### src/pkg/adc_flag_pkg.sv
package adc_flag_pkg;
   localparam int NCH = 8;
   localparam int CH_W = 3;
   localparam int DW = 10;
   localparam int AW = 8;
   ////////////////////////////////////////////////////////////////////////////
   // Register offsets
   localparam logic [AW-1:0] OFS_CTRL = 8'h00;
   localparam logic [AW-1:0] OFS_MODE = 8'h04;
   localparam logic [AW-1:0] OFS_CHEN = 8'h10;
   localparam logic [AW-1:0] OFS_CHDIS = 8'h14;
   localparam logic [AW-1:0] OFS_CHSR = 8'h18;
   localparam logic [AW-1:0] OFS_SR = 8'h1c;
   localparam logic [AW-1:0] OFS_LAST_RES = 8'h20;
   localparam logic [AW-1:0] OFS_EVT = 8'h24;
   localparam logic [AW-1:0] OFS_MASK = 8'h28;
   localparam logic [AW-1:0] OFS_CH_RES0 = 8'h40;
   ////////////////////////////////////////////////////////////////////////////
   // Field positions
   localparam int CTRL_START = 0;
   localparam int MODE_SLEEP = 0;
   localparam int SR_OVR_LSB = 8;
   localparam int SR_RES_RDY = 16;
   localparam int SR_ALL_OVR = 17;
   localparam int LAST_RES_CH_LSB = 12;
   localparam int EVT_EOC = 0;
   localparam int EVT_RES_RDY = 1;
   localparam int EVT_OVR = 2;
   localparam int EVT_W = 3;
   ////////////////////////////////////////////////////////////////////////////
   // Reset values
   localparam logic [NCH-1:0] CHEN_RST = 8'h00;
   localparam logic MODE_RST = 1'b0;
   localparam logic [EVT_W-1:0] MASK_RST = 3'h0;
   ////////////////////////////////////////////////////////////////////////////
   // Timing
   localparam int CLK_NS = 10;
   localparam int CONV_NS = 200;
   localparam int CONV_CYC = (CONV_NS + CLK_NS - 1) / CLK_NS;
   localparam logic [7:0] CONV_CNT = 8'(CONV_CYC - 1);
   ////////////////////////////////////////////////////////////////////////////
   // Types
   typedef struct packed {
      logic valid;
      logic [CH_W-1:0] ch;
      logic [DW-1:0] data;
   } eoc_t;
   typedef enum logic [0:0] {SEQ_IDLE, SEQ_CONV} seq_state_t;
   typedef struct packed {
      seq_state_t state;
      logic [CH_W-1:0] ch;
      logic [7:0] cnt;
      logic sleeping;
      eoc_t eoc;
      logic [DW-1:0] sync1;
      logic [DW-1:0] sync2;
   } seq_st_t;
   typedef struct packed {
      logic [NCH-1:0][DW-1:0] ch_res;
      logic [DW-1:0] last_res;
      logic [CH_W-1:0] last_ch;
      logic [NCH-1:0] done;
      logic [NCH-1:0] ovr;
      logic [NCH-1:0] chen;
      logic res_rdy;
      logic all_ovr;
      logic sleep_mode;
      logic [EVT_W-1:0] evt;
      logic [EVT_W-1:0] mask;
      logic irq;
      logic pready;
      logic pslverr;
      logic [31:0] prdata;
   } flag_st_t;
endpackage : adc_flag_pkg

### src/rtl/adc_conv_seq.sv
`timescale 1ns/1ps
module adc_conv_seq
   import adc_flag_pkg::*;
(
   // Clock and reset
   input wire logic pclk,
   input wire logic presetn,
   // Control from the flag logic
   input wire logic start,
   input wire logic [NCH-1:0] chen,
   input wire logic sleep_mode,
   // Converter result pins
   input wire logic [DW-1:0] sample,
   // Results
   output eoc_t eoc,
   output logic sleeping
);
   seq_st_t q;
   seq_st_t s;
   logic [CH_W:0] nx;

   // Lowest enabled channel at or above from
   function automatic logic [CH_W:0] next_en(input logic [NCH-1:0] en,
                                             input logic [CH_W:0] from);
      logic [CH_W:0] r;
      r = '0;
      for (int i = NCH - 1; i >= 0; i--) begin
         if (i >= int'(from) && en[i]) begin
            r = {1'b1, CH_W'(i)};
         end
      end
      return r;
   endfunction : next_en

   always_comb begin
      s = q;
      nx = '0;
      s.eoc.valid = 1'b0;
      s.sync1 = sample;
      s.sync2 = q.sync1;
      case (q.state)
         SEQ_IDLE: begin
            if (start) begin
               s.sleeping = 1'b0;
               nx = next_en(chen, '0);
               if (nx[CH_W]) begin
                  s.state = SEQ_CONV;
                  s.ch = nx[CH_W-1:0];
                  s.cnt = CONV_CNT;
               end
            end
         end
         SEQ_CONV: begin
            if (q.cnt == 8'h00) begin
               // Channel enable is not re-checked here: a disable lands mid-way
               s.eoc = {1'b1, q.ch, q.sync2};
               nx = next_en(chen, {1'b0, q.ch} + 1'b1);
               if (nx[CH_W]) begin
                  s.ch = nx[CH_W-1:0];
                  s.cnt = CONV_CNT;
               end else begin
                  s.state = SEQ_IDLE;
                  // Sleep only ever entered on a finished sequence
                  s.sleeping = sleep_mode;
               end
            end else begin
               s.cnt = q.cnt - 8'h01;
            end
         end
         default: s.state = SEQ_IDLE;
      endcase
   end

   always_ff @(posedge pclk or negedge presetn) begin
      if (!presetn) begin
         q <= '0;
      end else begin
         q <= s;
      end
   end

   assign eoc = q.eoc;
   assign sleeping = q.sleeping;
endmodule : adc_conv_seq

### src/rtl/adc_status_flag_logic.sv
`timescale 1ns/1ps
// How it works
// Any per-channel result read clears data-ready, as does a last-result read.
// End of conversion stores channel and last result, sets that channel's done flag.
// Last-result read during end of conversion keeps a set data-ready set.
// Result read during end on enabled channel with done set skips data-ready.
// Disable write during end of conversion stores data but does not raise data-ready.
// Status read during end of conversion leaves global overrun unchanged.
// Status read clears global overrun when no end of conversion coincides with it.
// End of conversion with data-ready set raises global overrun.
// Result read during end, done and ready set, foreign last result: no global overrun.
// Disable during end with done and ready set: channel overrun only.
// Own or last-result read clears done; status read clears channel overrun.
// Status read coinciding with done set of channel i keeps its overrun.
// Disabled channel may still flag done when a result read meets its end.
// Read of third channel during end of y clears done of previous x instead.
// Sleep request while idle takes effect only after a conversion completes.
// Software sets sleep, then writes start, to sleep after that conversion.
// Software ignores done flags of channels it has disabled.
// Software avoids data-ready when it also reads per-channel results.
module adc_status_flag_logic
   import adc_flag_pkg::*;
(
   // Clock and reset
   input wire logic pclk,
   input wire logic presetn,
   // APB slave
   input wire logic psel,
   input wire logic penable,
   input wire logic pwrite,
   input wire logic [AW-1:0] paddr,
   input wire logic [31:0] pwdata,
   output logic [31:0] prdata,
   output logic pready,
   output logic pslverr,
   // Converter result pins
   input wire logic [DW-1:0] sample,
   // Status outputs
   output logic irq,
   output logic sleeping
);
   flag_st_t q;
   flag_st_t s;
   eoc_t e;
   logic acc;
   logic rd;
   logic wr;
   logic rd_sr;
   logic rd_last;
   logic rd_chres;
   logic dis_wr;
   logic start;
   logic hit;
   logic [CH_W-1:0] x;
   logic [CH_W-1:0] res_ch;
   logic [31:0] rdv;
   logic ok;
   logic r9;
   logic r10;

   ////////////////////////////////////////////////////////////////////////////
   // Bus decode
   assign acc = psel && penable && q.pready;
   assign rd = acc && !pwrite;
   assign wr = acc && pwrite;
   assign rd_sr = rd && paddr == OFS_SR;
   assign rd_last = rd && paddr == OFS_LAST_RES;
   // Decoded from the window alone, so every result read takes part in the races
   assign rd_chres = rd && paddr[AW-1:5] == OFS_CH_RES0[AW-1:5];
   assign res_ch = paddr[4:2];
   assign dis_wr = wr && paddr == OFS_CHDIS && |pwdata[NCH-1:0];
   assign start = wr && paddr == OFS_CTRL && pwdata[CTRL_START];
   assign x = e.ch;
   // A result read meeting the end lets a disabled channel through
   assign hit = e.valid && (q.chen[x] || rd_chres);

   adc_conv_seq u_seq (
      .pclk(pclk),
      .presetn(presetn),
      .start(start),
      .chen(q.chen),
      .sleep_mode(q.sleep_mode),
      .sample(sample),
      .eoc(e),
      .sleeping(sleeping)
   );

   always_comb begin
      s = q;
      rdv = 32'h0;
      ok = 1'b1;
      r9 = 1'b0;
      r10 = 1'b0;
      s.pready = 1'b0;
      s.pslverr = 1'b0;
      /////////////////////////////////////////////////////////////////////////
      // Setup phase: data is sampled one edge ahead of the access edge
      case (paddr)
         OFS_CTRL, OFS_CHEN, OFS_CHDIS: rdv = 32'h0;
         OFS_MODE: rdv[MODE_SLEEP] = q.sleep_mode;
         OFS_CHSR: rdv[NCH-1:0] = q.chen;
         OFS_SR: begin
            rdv[NCH-1:0] = q.done;
            rdv[SR_OVR_LSB +: NCH] = q.ovr;
            rdv[SR_RES_RDY] = q.res_rdy;
            rdv[SR_ALL_OVR] = q.all_ovr;
         end
         OFS_LAST_RES: begin
            rdv[DW-1:0] = q.last_res;
            rdv[LAST_RES_CH_LSB +: CH_W] = q.last_ch;
         end
         OFS_EVT: rdv[EVT_W-1:0] = q.evt;
         OFS_MASK: rdv[EVT_W-1:0] = q.mask;
         default: begin
            if (paddr[AW-1:5] == OFS_CH_RES0[AW-1:5] && paddr[1:0] == 2'h0) begin
               rdv[DW-1:0] = q.ch_res[paddr[4:2]];
            end else begin
               ok = 1'b0;
            end
         end
      endcase
      if (psel && !penable) begin
         s.pready = 1'b1;
         s.pslverr = !ok;
         if (!pwrite) begin
            s.prdata = rdv;
         end
      end
      /////////////////////////////////////////////////////////////////////////
      // Register writes on the access edge
      if (wr) begin
         case (paddr)
            OFS_MODE: s.sleep_mode = pwdata[MODE_SLEEP];
            OFS_CHEN: s.chen = q.chen | pwdata[NCH-1:0];
            OFS_CHDIS: s.chen = q.chen & ~pwdata[NCH-1:0];
            OFS_MASK: s.mask = pwdata[EVT_W-1:0];
            OFS_EVT: s.evt = q.evt & ~pwdata[EVT_W-1:0];
            default: s.mask = q.mask;
         endcase
      end
      /////////////////////////////////////////////////////////////////////////
      // Done clears by result reads
      if (rd_last) begin
         s.done[q.last_ch] = 1'b0;
      end
      if (rd_chres) begin
         if (e.valid && res_ch != x && res_ch != q.last_ch && q.chen[res_ch]) begin
            // Clear is steered by the previous conversion, not the address
            // Software polling done bits may see a stale flag here
            s.done[q.last_ch] = 1'b0;
         end else begin
            s.done[res_ch] = 1'b0;
         end
      end
      // Overrun clear on status read, except the channel being set now
      if (rd_sr) begin
         s.ovr = q.ovr & (hit ? (NCH'(1) << x) : '0);
      end
      /////////////////////////////////////////////////////////////////////////
      // End of conversion; sets come after clears so they win
      if (hit) begin
         s.ch_res[x] = e.data;
         s.last_res = e.data;
         s.last_ch = x;
         s.done[x] = 1'b1;
         if (q.done[x]) begin
            s.ovr[x] = 1'b1;
         end
      end
      /////////////////////////////////////////////////////////////////////////
      // Data-ready
      if (rd_last || rd_chres) begin
         s.res_rdy = 1'b0;
      end
      // Read beats set here, so a result can arrive with no ready flag
      if (hit && !dis_wr && !(rd_chres && q.done[x] && q.chen[x])) begin
         s.res_rdy = 1'b1;
      end
      // Kept even for a disabled channel: no new data behind it
      if (rd_last && e.valid && q.res_rdy) begin
         s.res_rdy = 1'b1;
      end
      /////////////////////////////////////////////////////////////////////////
      // Global overrun
      r9 = rd_chres && q.done[x] && !q.all_ovr && q.last_ch != x && q.last_ch != res_ch;
      r10 = dis_wr && q.done[x];
      // Frozen on a status race: an overrun can be lost there
      if (!(rd_sr && e.valid)) begin
         if (rd_sr) begin
            s.all_ovr = 1'b0;
         end
         if (hit && q.res_rdy && !r9 && !r10) begin
            s.all_ovr = 1'b1;
         end
      end
      /////////////////////////////////////////////////////////////////////////
      // Sticky events, write one to clear, a set in the same cycle wins
      if (hit) begin
         s.evt[EVT_EOC] = 1'b1;
      end
      if (s.res_rdy && !q.res_rdy) begin
         s.evt[EVT_RES_RDY] = 1'b1;
      end
      if ((s.all_ovr && !q.all_ovr) || |(s.ovr & ~q.ovr)) begin
         s.evt[EVT_OVR] = 1'b1;
      end
      s.irq = |(s.evt & s.mask);
   end

   always_ff @(posedge pclk or negedge presetn) begin
      if (!presetn) begin
         q <= '0;
         q.chen <= CHEN_RST;
         q.sleep_mode <= MODE_RST;
         q.mask <= MASK_RST;
      end else begin
         q <= s;
      end
   end

   assign prdata = q.prdata;
   assign pready = q.pready;
   assign pslverr = q.pslverr;
   assign irq = q.irq;
endmodule : adc_status_flag_logic

### config.mk
export PLATFORM = sky130hd
export DESIGN_NAME = adc_status_flag_logic
export DESIGN_NICKNAME = d
export VERILOG_FILES = /design/src/pkg/adc_flag_pkg.sv /design/src/rtl/adc_conv_seq.sv /design/src/rtl/adc_status_flag_logic.sv
export SDC_FILE = /design/constraint.sdc
export NUM_CORES = 1
export LEC_CHECK = 0
export ABC_CLOCK_PERIOD_IN_PS = 2100
export BUFFER_PORTS_ARGS = -buffer_cell sky130_fd_sc_hd__buf_2
export CAP_MARGIN = 0
export CORE_ASPECT_RATIO = 1.5
export CORE_MARGIN = 1
export CORE_UTILIZATION = 56
export CTS_BUF_LIST = sky130_fd_sc_hd__clkbuf_8
export DETAILED_ROUTE_END_ITERATION = 6
export PLACE_DENSITY_LB_ADDON = 0.3
export SYNTH_ARGS = -nofsm -noshare
export SYNTH_HDL_FRONTEND = slang
export SYNTH_HIERARCHICAL = 1
export SYNTH_SLANG_ARGS = --single-unit
### constraint.sdc
create_clock -name pclk -period 2.1 [get_ports pclk]
set_input_delay 0.21 -clock pclk [delete_from_list [all_inputs] [get_ports pclk]]
set_output_delay 0.21 -clock pclk [all_outputs]
set_load 0.05 [all_outputs]
==> results of run 1 <==
==> power groups by stage <==
stage | logic [mW] | registers (mW) | clock network, mW
6_report | 0.626 | 3.83 | 2.48
5_1_grt | 0.669 | 3.83 | 2.67
4_1_cts | 0.624 | 3.83 | 2.53
3_3_place_gp | 0.588 | 3.90 | 0
2_1_floorplan | 0.426 | 3.90 | 0
3_5_place_dp | 0.595 | 3.90 | 0
==> stage by stage <==
step,utilization,area [µm²]
after floorplan,-,10200
after global placement,0.638,11100
after detailed placement,0.638,11100
after CTS,0.689,12000
after global routing,0.707,12300
final,0.707,12300
==> metal layers <==
metal  share of wire  routed length [µm]
met1            0.39               10300
met2            0.52               13700
met3           0.047                1230
met4           0.045                1180
met5               0                   0
==> worst max-delay path by stage <==
stage                  start     endpoint  cells past startpoint
2_1_floorplan         pready  u_seq/q[40]                      7
3_5_place_dp   u_seq/eoc[10]          irq                      7
4_1_cts        u_seq/eoc[11]       q[126]                      7
5_1_grt        u_seq/eoc[10]       q[129]                      8
6_report         u_seq/q[44]  u_seq/q[40]                      8
3_3_place_gp   u_seq/eoc[10]          irq                      7
==> final cells by class <==
cell class                 instances  area (µm²)
clock inverter                    14         165
timing repair buffer             210        1730
inverter                          23        88.8
sequential                       194        4870
multi-input combinational        581        4970
fill                            1218        5100
clock buffer                      17         234
tap                              213         267
==> logic make-up after synthesis <==
group                    Yosys count  share of synthesized area
AND/OR/NAND/NOR                  252                      0.133
XOR/XNOR                          12                     0.0105
buffers and inverters            113                     0.0699
adder cells (fa/ha/maj)            5                    0.00624
AO/OA/AOI/OAI                    164                      0.114
multiplexers                     130                      0.181
flip-flops                       194                      0.484
other                              1                   0.000374
==> cells in the final DEF, fill, tap and decap left out, types with 5 or more instances in the layout <==
cell type      Yosys  routed
o211ai_1           7       7
dlygate4sd3_1      0      18
buf_2             13      51
nand2b_1          13      12
buf_4             53     114
nand3_4            4       7
mux4_2            20      22
o21a_1             9       9
o21ai_0           26      22
a21o_1             6       6
nor2_1            41      37
xor2_1             9       9
nand4_1            5       5
a222oi_1           5       5
dfrtp_1          194     183
a221oi_1           6       6
a21oi_1           38      35
and3_1             5       5
mux2_2            55      24
buf_12             1      12
nand3_1           13      11
nor3_1             7       7
inv_1             22      20
buf_6              6      12
mux2i_1           19      19
clkbuf_8           0      18
conb_1             1      14
nand2_1          111     109
mux2_4            33      64
a31oi_1           14      14
dfrtp_2            0      11
nor2b_1            6       5
inv_8              0       5
==> registers in the layout, indices dropped and copies added, names as in the netlist, named ones only <==
register,cells
pready,1
u_seq/q,32
u_seq/sleeping,1
q,118
pslverr,1
prdata,18
irq,1
u_seq/eoc,14
==> critical path, stage by stage, from the launching register on <==
cell     delay [ns]
dfrtp_2        0.49
ha_4           0.31
buf_6          0.09
a22o_1         0.15
a21o_1         0.18
o21ai_4        0.10
a21o_4         0.25
nor4_4         0.18
mux2_4         0.32
==> repair_timing <==
action | 4_1_cts | 5_1_grt
endpoints found under the hold margin | 68 | 0
resized for setup | 29 | 69
pin swaps | 11 | 19
hold buffers | 18 | 0
setup buffers | 13 | 8
cloned | 5 | 1
endpoints found under the setup margin | 83 | 91
==> impl_results.md, run 1 <==
- Max Cap Viol: 0
- Hold WS: 0.0348 ns
- P_leak: ~5.7 nW
- CTS sink cnt: 194
- First-pass GRT wire length: between 40000 and 50000 µm
- Min-Delay Path Depth: 2
- Clock-pin slew on the worst setup and hold paths: 0.11 ns
- Drc violations: 6
- Met2 Track Usage GR: 0.493
- Type of origin of the critical path: flip-flop
- Layout cells sized above 1: 0.405
- HPWL after DPL: 17500 µm
- Net Sw Frac: 0.281
- Top FF cell, synth: dfrtp_1
- Cell Pwr Density: 562 nW/µm²
- F_max: 462 MHz
- Largest net degree at the start of global routing: 55
- Worst Hold Endpoint: pready
- Seq pwr share: 0.552
- Clock buffer count from CTS: 17
- Vias in the first global route: 7677
- Slew Viols, Final: 0
- WL/cell: 21.1 µm
- Fin Setup TNS: -1.09 ns
- Yosys cell types: 87
- Reg-to-Reg End: u_seq/q[40]
- Synth cell count leaders: dfrtp_1, nand2_1, mux2_2
- Setup Skew: 0.0216 ns
- Number of I/O pins: 91
- Max transition margin: 0.640
- Post-synth EDFFs: 0
- Total wire length: 26400 µm
- Die W: 111 µm
- Clock Tree Buf Depth: 2
- Reg2reg path depth: 8
- Mapped Cells: 871
- Combinational share of power: 0.090
- Tcrit/Tclk final: 1.03
- Via count: 7603
- Sequential area share after synthesis: 0.484
- CTS tree: built
- Setup violations, final: 36
- Crit Path Category: flip-flop to flip-flop
- Dpl ws: -0.169 ns
- Starting density of the core: 0.575
- Total Power: roughly 6.9 mW
- Antenna diode count: 0
- RePlAce Congestion: 0.896
- Initial drt markers: 622
- GR Util met1: 0.359
- R2R Path Start: u_seq/q[44]
- Post-Layout Cell Count: about 1300
- Register bit count reported by yosys: 194
- Failing checks: design-rule violations, negative setup slack
- Cell Rows: a little under 60
- Least-Margin Pin Slew: around 0.54 ns
- Net Switching: 1.95 mW
- DRT Pass-1 Iters: 7
- Async set-reset flop share out of synthesis: 1.00
- Final Worst Setup Slack: -0.0653 ns
- R2R Setup Slk: -0.07 ns
- Vias per cell: around 6
- Share of the synthesized area in the top cell type: 0.484
- Later-pin clock latency in the skew report: 0.49 ns
- Met3 Use GR: 0.0453
- Layer carrying the most global-route usage: met2
- Clock share of power: 0.357
- Final hold vios: 0
- Die ar.: 18500 µm²
- IO buf count: 52
- Antenna Violating Nets Remaining: 0
- RSZ-0062 raised after global routing: yes
- Post-route minimum period: about 2.2 ns
- Total track usage: 0.292
- Max VDD drop: 0.420 mV
- Synthesized area: 10000 µm²
- Gr ovfl total: 0
- Worst Hold Class: input port to flip-flop
- Ys Warns: 6
- Final #Nets: 1087
- Mean Syn Cell Area: between 10 and 15 µm²
- Count leader, synth: dfrtp_1
- Dpl cells: about 1200
- Clock root buffer: clkbuf_8
- Worst Path Required: approximately 2.5 ns
- Outcome: finished, violations left
- Int Pwr: between 4 and 5 mW
- Crit end category: flip-flop
- Die H: 166 µm
- Area grow syn2layout: 22.9%
- CORE AREA: 17400 µm²
- Antenna violations before repair: 0
- Crit Path Max Fanout: 5
- Yosys top cell by area: dfrtp_1
- Synth top area cells: dfrtp_1, mux2_2, mux2_4
- Arrival @ worst endpoint: between 2 and 3 ns
- H-tree depth: 4
- Worst Min Path Start: psel
(Power assumes the default switching activity.)
==> run 2: changes to the inputs <==
--- a/config.mk
+++ b/config.mk
@@ -13,7 +13,7 @@
 export CORE_UTILIZATION = 56
 export CTS_BUF_LIST = sky130_fd_sc_hd__clkbuf_8
 export DETAILED_ROUTE_END_ITERATION = 6
-export PLACE_DENSITY_LB_ADDON = 0.3
+export PLACE_DENSITY = 0.78
 export SYNTH_ARGS = -nofsm -noshare
 export SYNTH_HDL_FRONTEND = slang
 export SYNTH_HIERARCHICAL = 1
==> impl_results.md, run 2 (same netlist as run 1, synthesis figures left out) <==
- Area grow syn2layout: 22.4%
- Setup violations, final: 53
- Area taken by multi-input logic gates: 4910 µm²
- Total Power: 6.88 mW
- RSZ-0062 raised after global routing: yes
- P_leak: 5.75 nW
- Reg2reg path depth: 6
- Antenna Violating Nets Remaining: 0
- Arrival @ worst endpoint: around 2.5 ns
- Drc violations: 15
- Finished Cell Area: about 12000 µm²
- Final hold vios: 0
- Total wire length: 27000 µm
- CP cell instances: mux2i_1 > a22o_4 > o21ai_4 > nor4b_4 > buf_6 > mux2_4
- Worst Path Required: roughly 2.5 ns
- F_max: 461 MHz
- Cell Rows: 59
- Core Util, Final: 0.704
- Fillers: 1184
- Leading cell types in the layout, fill and taps excluded: dfrtp_1, buf_4, nand2_1
- Dpl ws: -0.171 ns
- Post-route minimum period: 2.17 ns
- Int Pwr: roughly 5.0 mW
- HPWL after DPL: about 18000 µm
- DRT Pass-1 Iters: 7
- Max FFs per register: 118
- Later-pin clock latency in the skew report: 0.48 ns
- Die H: 166 µm
- Max VDD drop: 0.354 mV
- Net Switching: slightly below 2 mW
- Type of origin of the critical path: flip-flop
- Die W: 111 µm
- H-tree depth: 4
- Min-Delay Path Depth: 2
- Worst Min Path Start: pwdata[0]
- Via count: 7726
- Failing checks: design-rule violations, negative setup slack
- Post-Layout Cell Count: between 1000 and 1500
- CTS sink cnt: roughly 190
- Antenna violations before repair: 0
- Worst Hold Class: input port to flip-flop
- Vias in the first global route: slightly below 8000
- Die ar.: about 18000 µm²
- RePlAce Congestion: 0.975
- Cell Pwr Density: 561 nW/µm²
- Reg-to-Reg End: q[147]
- Setup Skew: 0.0151 ns
- First-pass GRT wire length: 41900 µm
- Max transition margin: 0.517
- Slowest-stage cell, CP: dfrtp_2
- Combinational share of power: 0.092
- Vias per cell: 6.18
- Initial drt markers: approximately 730
- IO buf count: 52
- CTS tree: built
- Clock buffer count from CTS: 17
- Clock-pin slew on the worst setup and hold paths: 0.11 ns
- CP peak stage delay: 0.48 ns
- Tcrit/Tclk final: 1.03
- Slew Viols, Final: 0
- Seq pwr share: 0.557
- Clock root buffer: clkbuf_8
- Seq. cell area: 4870 µm²
- R2R Setup Slk: -0.07 ns
- Layout cells sized above 1: 0.402
- Least-Margin Pin Slew: 0.724 ns
- Final #Nets: 1085
- Clock Tree Buf Depth: 2
- Net Sw Frac: 0.280
- Antenna diode count: 0
- Total track usage: 0.294
- R2R Path Start: u_seq/eoc[11]
- Clock share of power: 0.351
- Crit Path Category: flip-flop to flip-flop
- Gr ovfl total: 0
- Area after detailed placement: 11100 µm²
- Number of I/O pins: 91
- Starting density of the core: 0.575
- CORE AREA: 17400 µm²
- Largest net degree at the start of global routing: 65
- Dpl cells: 1181
- Largest Register: q
- Commonest non-fill, non-tap cell in the layout: dfrtp_1
- Outcome: finished, violations left
- Crit Path Max Fanout: 7
- Crit end category: flip-flop
- Max Cap Viol: 0
- WL/cell: ~22 µm
- Final Worst Setup Slack: -0.0672 ns
==> run 2: worst max path at each step <==
stage,startpoint,to,slack [ns],cells past startpoint
after global routing,u_seq/q[43],u_seq/q[42],-0.1,9
final,u_seq/eoc[11],q[147],-0.07,6
after floorplan,pready,u_seq/q[40],-0.08,7
after global placement,paddr[7],u_seq/q[40],-0.11,9
after detailed placement,paddr[7],u_seq/q[40],-0.17,9
after CTS,u_seq/q[44],u_seq/q[40],-0.05,8
==> run 2: timing repair <==
item                                    CTS  global route
endpoints found under the setup margin   87            99
pin swaps                                16            17
cloned                                    0             1
endpoints found under the hold margin    74             0
gates resized for setup                  41            61
hold buffers                             18             0
setup buffers                            17             5
==> run 2: worst max-delay path, delay by kind of cell (launching register included) <==
kind | cells | cell delay (ns)
AND/OR/NAND/NOR | 1 | 0.34
AO/OA/AOI/OAI | 2 | 0.52
buffers and inverters | 1 | 0.23
flip-flops | 1 | 0.48
multiplexers | 2 | 0.48
==> run 2: routing by layer <==
layer	track usage	wire length, µm	share of wire
met3	0.0577	1660	0.061
met4	0.170	1240	0.046
met1	0.345	10200	0.38
met5	0	0	0
met2	0.503	14000	0.52
==> run 2: layout make-up <==
type	instances	area share
timing repair buffer	212	0.142
inverter	23	0.00724
clock inverter	15	0.0123
clock buffer	17	0.0191
sequential	194	0.397
multi-input combinational	577	0.400
tap	213	0.0217
==> run 2: stage by stage <==
| step | hold WS (ns) | TNS [ns] |
|---|---|---|
| detailed placement | 0.239 | -7.99 |
| CTS | 0.000196 | -0.0809 |
| floorplan | -0.0856 | -2.81 |
| finish | 0.0123 | -1.33 |
| global route | 0.0236 | -4.65 |
| global placement | 0.234 | -3.42 |
==> run 2: power by group through the flow <==
stage          Combinational [mW]  Clock, mW  Sequential [mW]
2_1_floorplan               0.426          0             3.90
3_3_place_gp                0.595          0             3.90
3_5_place_dp                0.604          0             3.90
4_1_cts                     0.632       2.43             3.83
5_1_grt                     0.675       2.59             3.84
6_report                    0.635       2.42             3.83
==> run 3: changes to the inputs <==
--- a/config.mk
+++ b/config.mk
@@ -14,6 +14,7 @@
 export CTS_BUF_LIST = sky130_fd_sc_hd__clkbuf_8
 export DETAILED_ROUTE_END_ITERATION = 6
 export PLACE_DENSITY = 0.78
+export RECOVER_POWER = 100
 export SYNTH_ARGS = -nofsm -noshare
 export SYNTH_HDL_FRONTEND = slang
 export SYNTH_HIERARCHICAL = 1
==> impl_results.md, run 3 (same netlist as run 1, synthesis figures left out) <==
- Worst Hold Class: input port to flip-flop
- Max transition margin: -0.116
- RSZ-0062 raised after global routing: yes
- Max VDD drop: 0.354 mV
- Cell Pwr Density: 566 nW/µm²
- Cell Rows: 59
- Clock buffer count from CTS: 17
- Leading cell types in the layout, fill and taps excluded: dfrtp_1, nand2_1, buf_4
- Final #Nets: approximately 1100
- Min-Delay Path Depth: 2
- Initial drt markers: 741
- Drc violations: 6
- Dpl ws: -0.171 ns
- Number of I/O pins: 91
- Largest Register: q
- RePlAce Congestion: 0.975
- CP Launch Point: u_seq/eoc[11]
- First-pass GRT wire length: roughly 42000 µm
- Fillers: roughly 1200
- Via count: ~7700
- HPWL after DPL: 17700 µm
- Max Cap Viol: 1
- Arrival @ worst endpoint: 2.53 ns
- Least-Margin Pin Slew: 1.67 ns
- Clock Tree Buf Depth: 2
- Final Worst Setup Slack: -0.0587 ns
- Tcrit/Tclk final: 1.03
- Crit end category: flip-flop
- CTS sink cnt: 194
- DRT Pass-1 Iters: 7
- R2R Path Start: u_seq/eoc[11]
- Vias in the first global route: 7958
- Worst Path Required: 2.47 ns
- Antenna Violating Nets Remaining: 0
- Antenna violations before repair: 0
- Finished Cell Area: 12100 µm²
- Worst Min Path Start: pwdata[0]
- F_max: 463 MHz
- CTS tree: built
- H-tree depth: 4
- Commonest non-fill, non-tap cell in the layout: dfrtp_1
- Crit Path Max Fanout: 7
- Final hold vios: 0
- Reg2reg path depth: 6
- Outcome: finished, violations left
- Total wire length: roughly 27000 µm
- Total track usage: 0.294
- Largest net degree at the start of global routing: 65
- Setup Skew: about 0.016 ns
- IO buf count: 52
- Post-route minimum period: 2.16 ns
- Hold WS: 0.0205 ns
- Die H: 166 µm
- Reg-to-Reg End: q[147]
- Slew Viols, Final: between 60 and 70
- CORE AREA: 17400 µm²
- Setup violations, final: 44
- Max FFs per register: 118
- Die W: 111 µm
- P_leak: about 5.6 nW
- Crit Path Category: flip-flop to flip-flop
- Area after detailed placement: 11100 µm²
- WL/cell: 21.5 µm
- Antenna diode count: 0
- Later-pin clock latency in the skew report: 0.48 ns
- Fin Setup TNS: -0.782 ns
- Clock-pin slew on the worst setup and hold paths: 0.11 ns
- Vias per cell: roughly 6.1
- Clock root buffer: clkbuf_8
- R2R Setup Slk: -0.06 ns
- Type of origin of the critical path: flip-flop
- Failing checks: design-rule violations, max-capacitance violations, max-slew violations, negative setup slack
- Total Power: 6.86 mW
- Gr ovfl total: 0
- Layout cells sized above 1: 0.373
- Starting density of the core: 0.575
- Area grow syn2layout: 20.9%
- Die ar.: 18500 µm²
run 3: report_power, final:
group	switching (mW)	internal (mW)	leakage [nW]	total [mW]
clock network	1.44	0.977	0.199	2.41
registers	0.0362	3.80	2.58	3.83
logic	0.449	0.165	2.85	0.614
run 3: worst max-delay path, stage by stage (launching register included):
cell and delay, ns:
dfrtp_2 0.49, mux2i_1 0.16, a22o_4 0.28, o21ai_4 0.24, nor4b_4 0.33, buf_6 0.23
mux2_4 0.32
run 3: cell type report:
cell class / count / area [µm²] / area share
Sequential cell: 194 / 4870 / 0.402
Timing Repair Buffer: 212 / 1610 / 0.133
Clock buffer: 17 / 234 / 0.0193
Inverter: 23 / 88.8 / 0.00733
Multi-Input combinational cell: 577 / 4900 / 0.404
Tap cell: 213 / 267 / 0.0220
Clock inverter: 15 / 151 / 0.0125
run 3: repair_timing:
action                                  in CTS  in global routing
hold endpoints to repair                    74                  0
gates cloned                                 0                  1
setup buffers                               17                  5
hold buffers                                18                  0
endpoints found under the setup margin      87                 99
resized for setup                           41                 61
pin swaps                                   16                 17
run 3: stage by stage:
stage / util / std cells
after detailed placement: 0.637 / 1181
after global placement: 0.637 / 1181
final: 0.696 / 1251
after floorplan: - / 884
after CTS: 0.689 / 1247
after global routing: 0.696 / 1251
run 3: how the worst max path moves through the flow:
stage                   to  cells after the start  slack [ns]
5_1_grt        u_seq/q[42]                      9        -0.1
6_report            q[147]                      6       -0.06
3_3_place_gp   u_seq/q[40]                      9       -0.11
4_1_cts        u_seq/q[40]                      8       -0.05
2_1_floorplan  u_seq/q[40]                      7       -0.08
3_5_place_dp   u_seq/q[40]                      9       -0.17
run 3: routing by layer:
| metal | vias to the layer above | GRT usage | wire length, µm |
|---|---|---|---|
| met1 | 3812 | 0.345 | 10100 |
| met2 | 359 | 0.503 | 14000 |
| li1 | 3378 | - | - |
| met5 | - | 0 | 0 |
| met4 | 0 | 0.170 | 1320 |
| met3 | 107 | 0.0577 | 1560 |
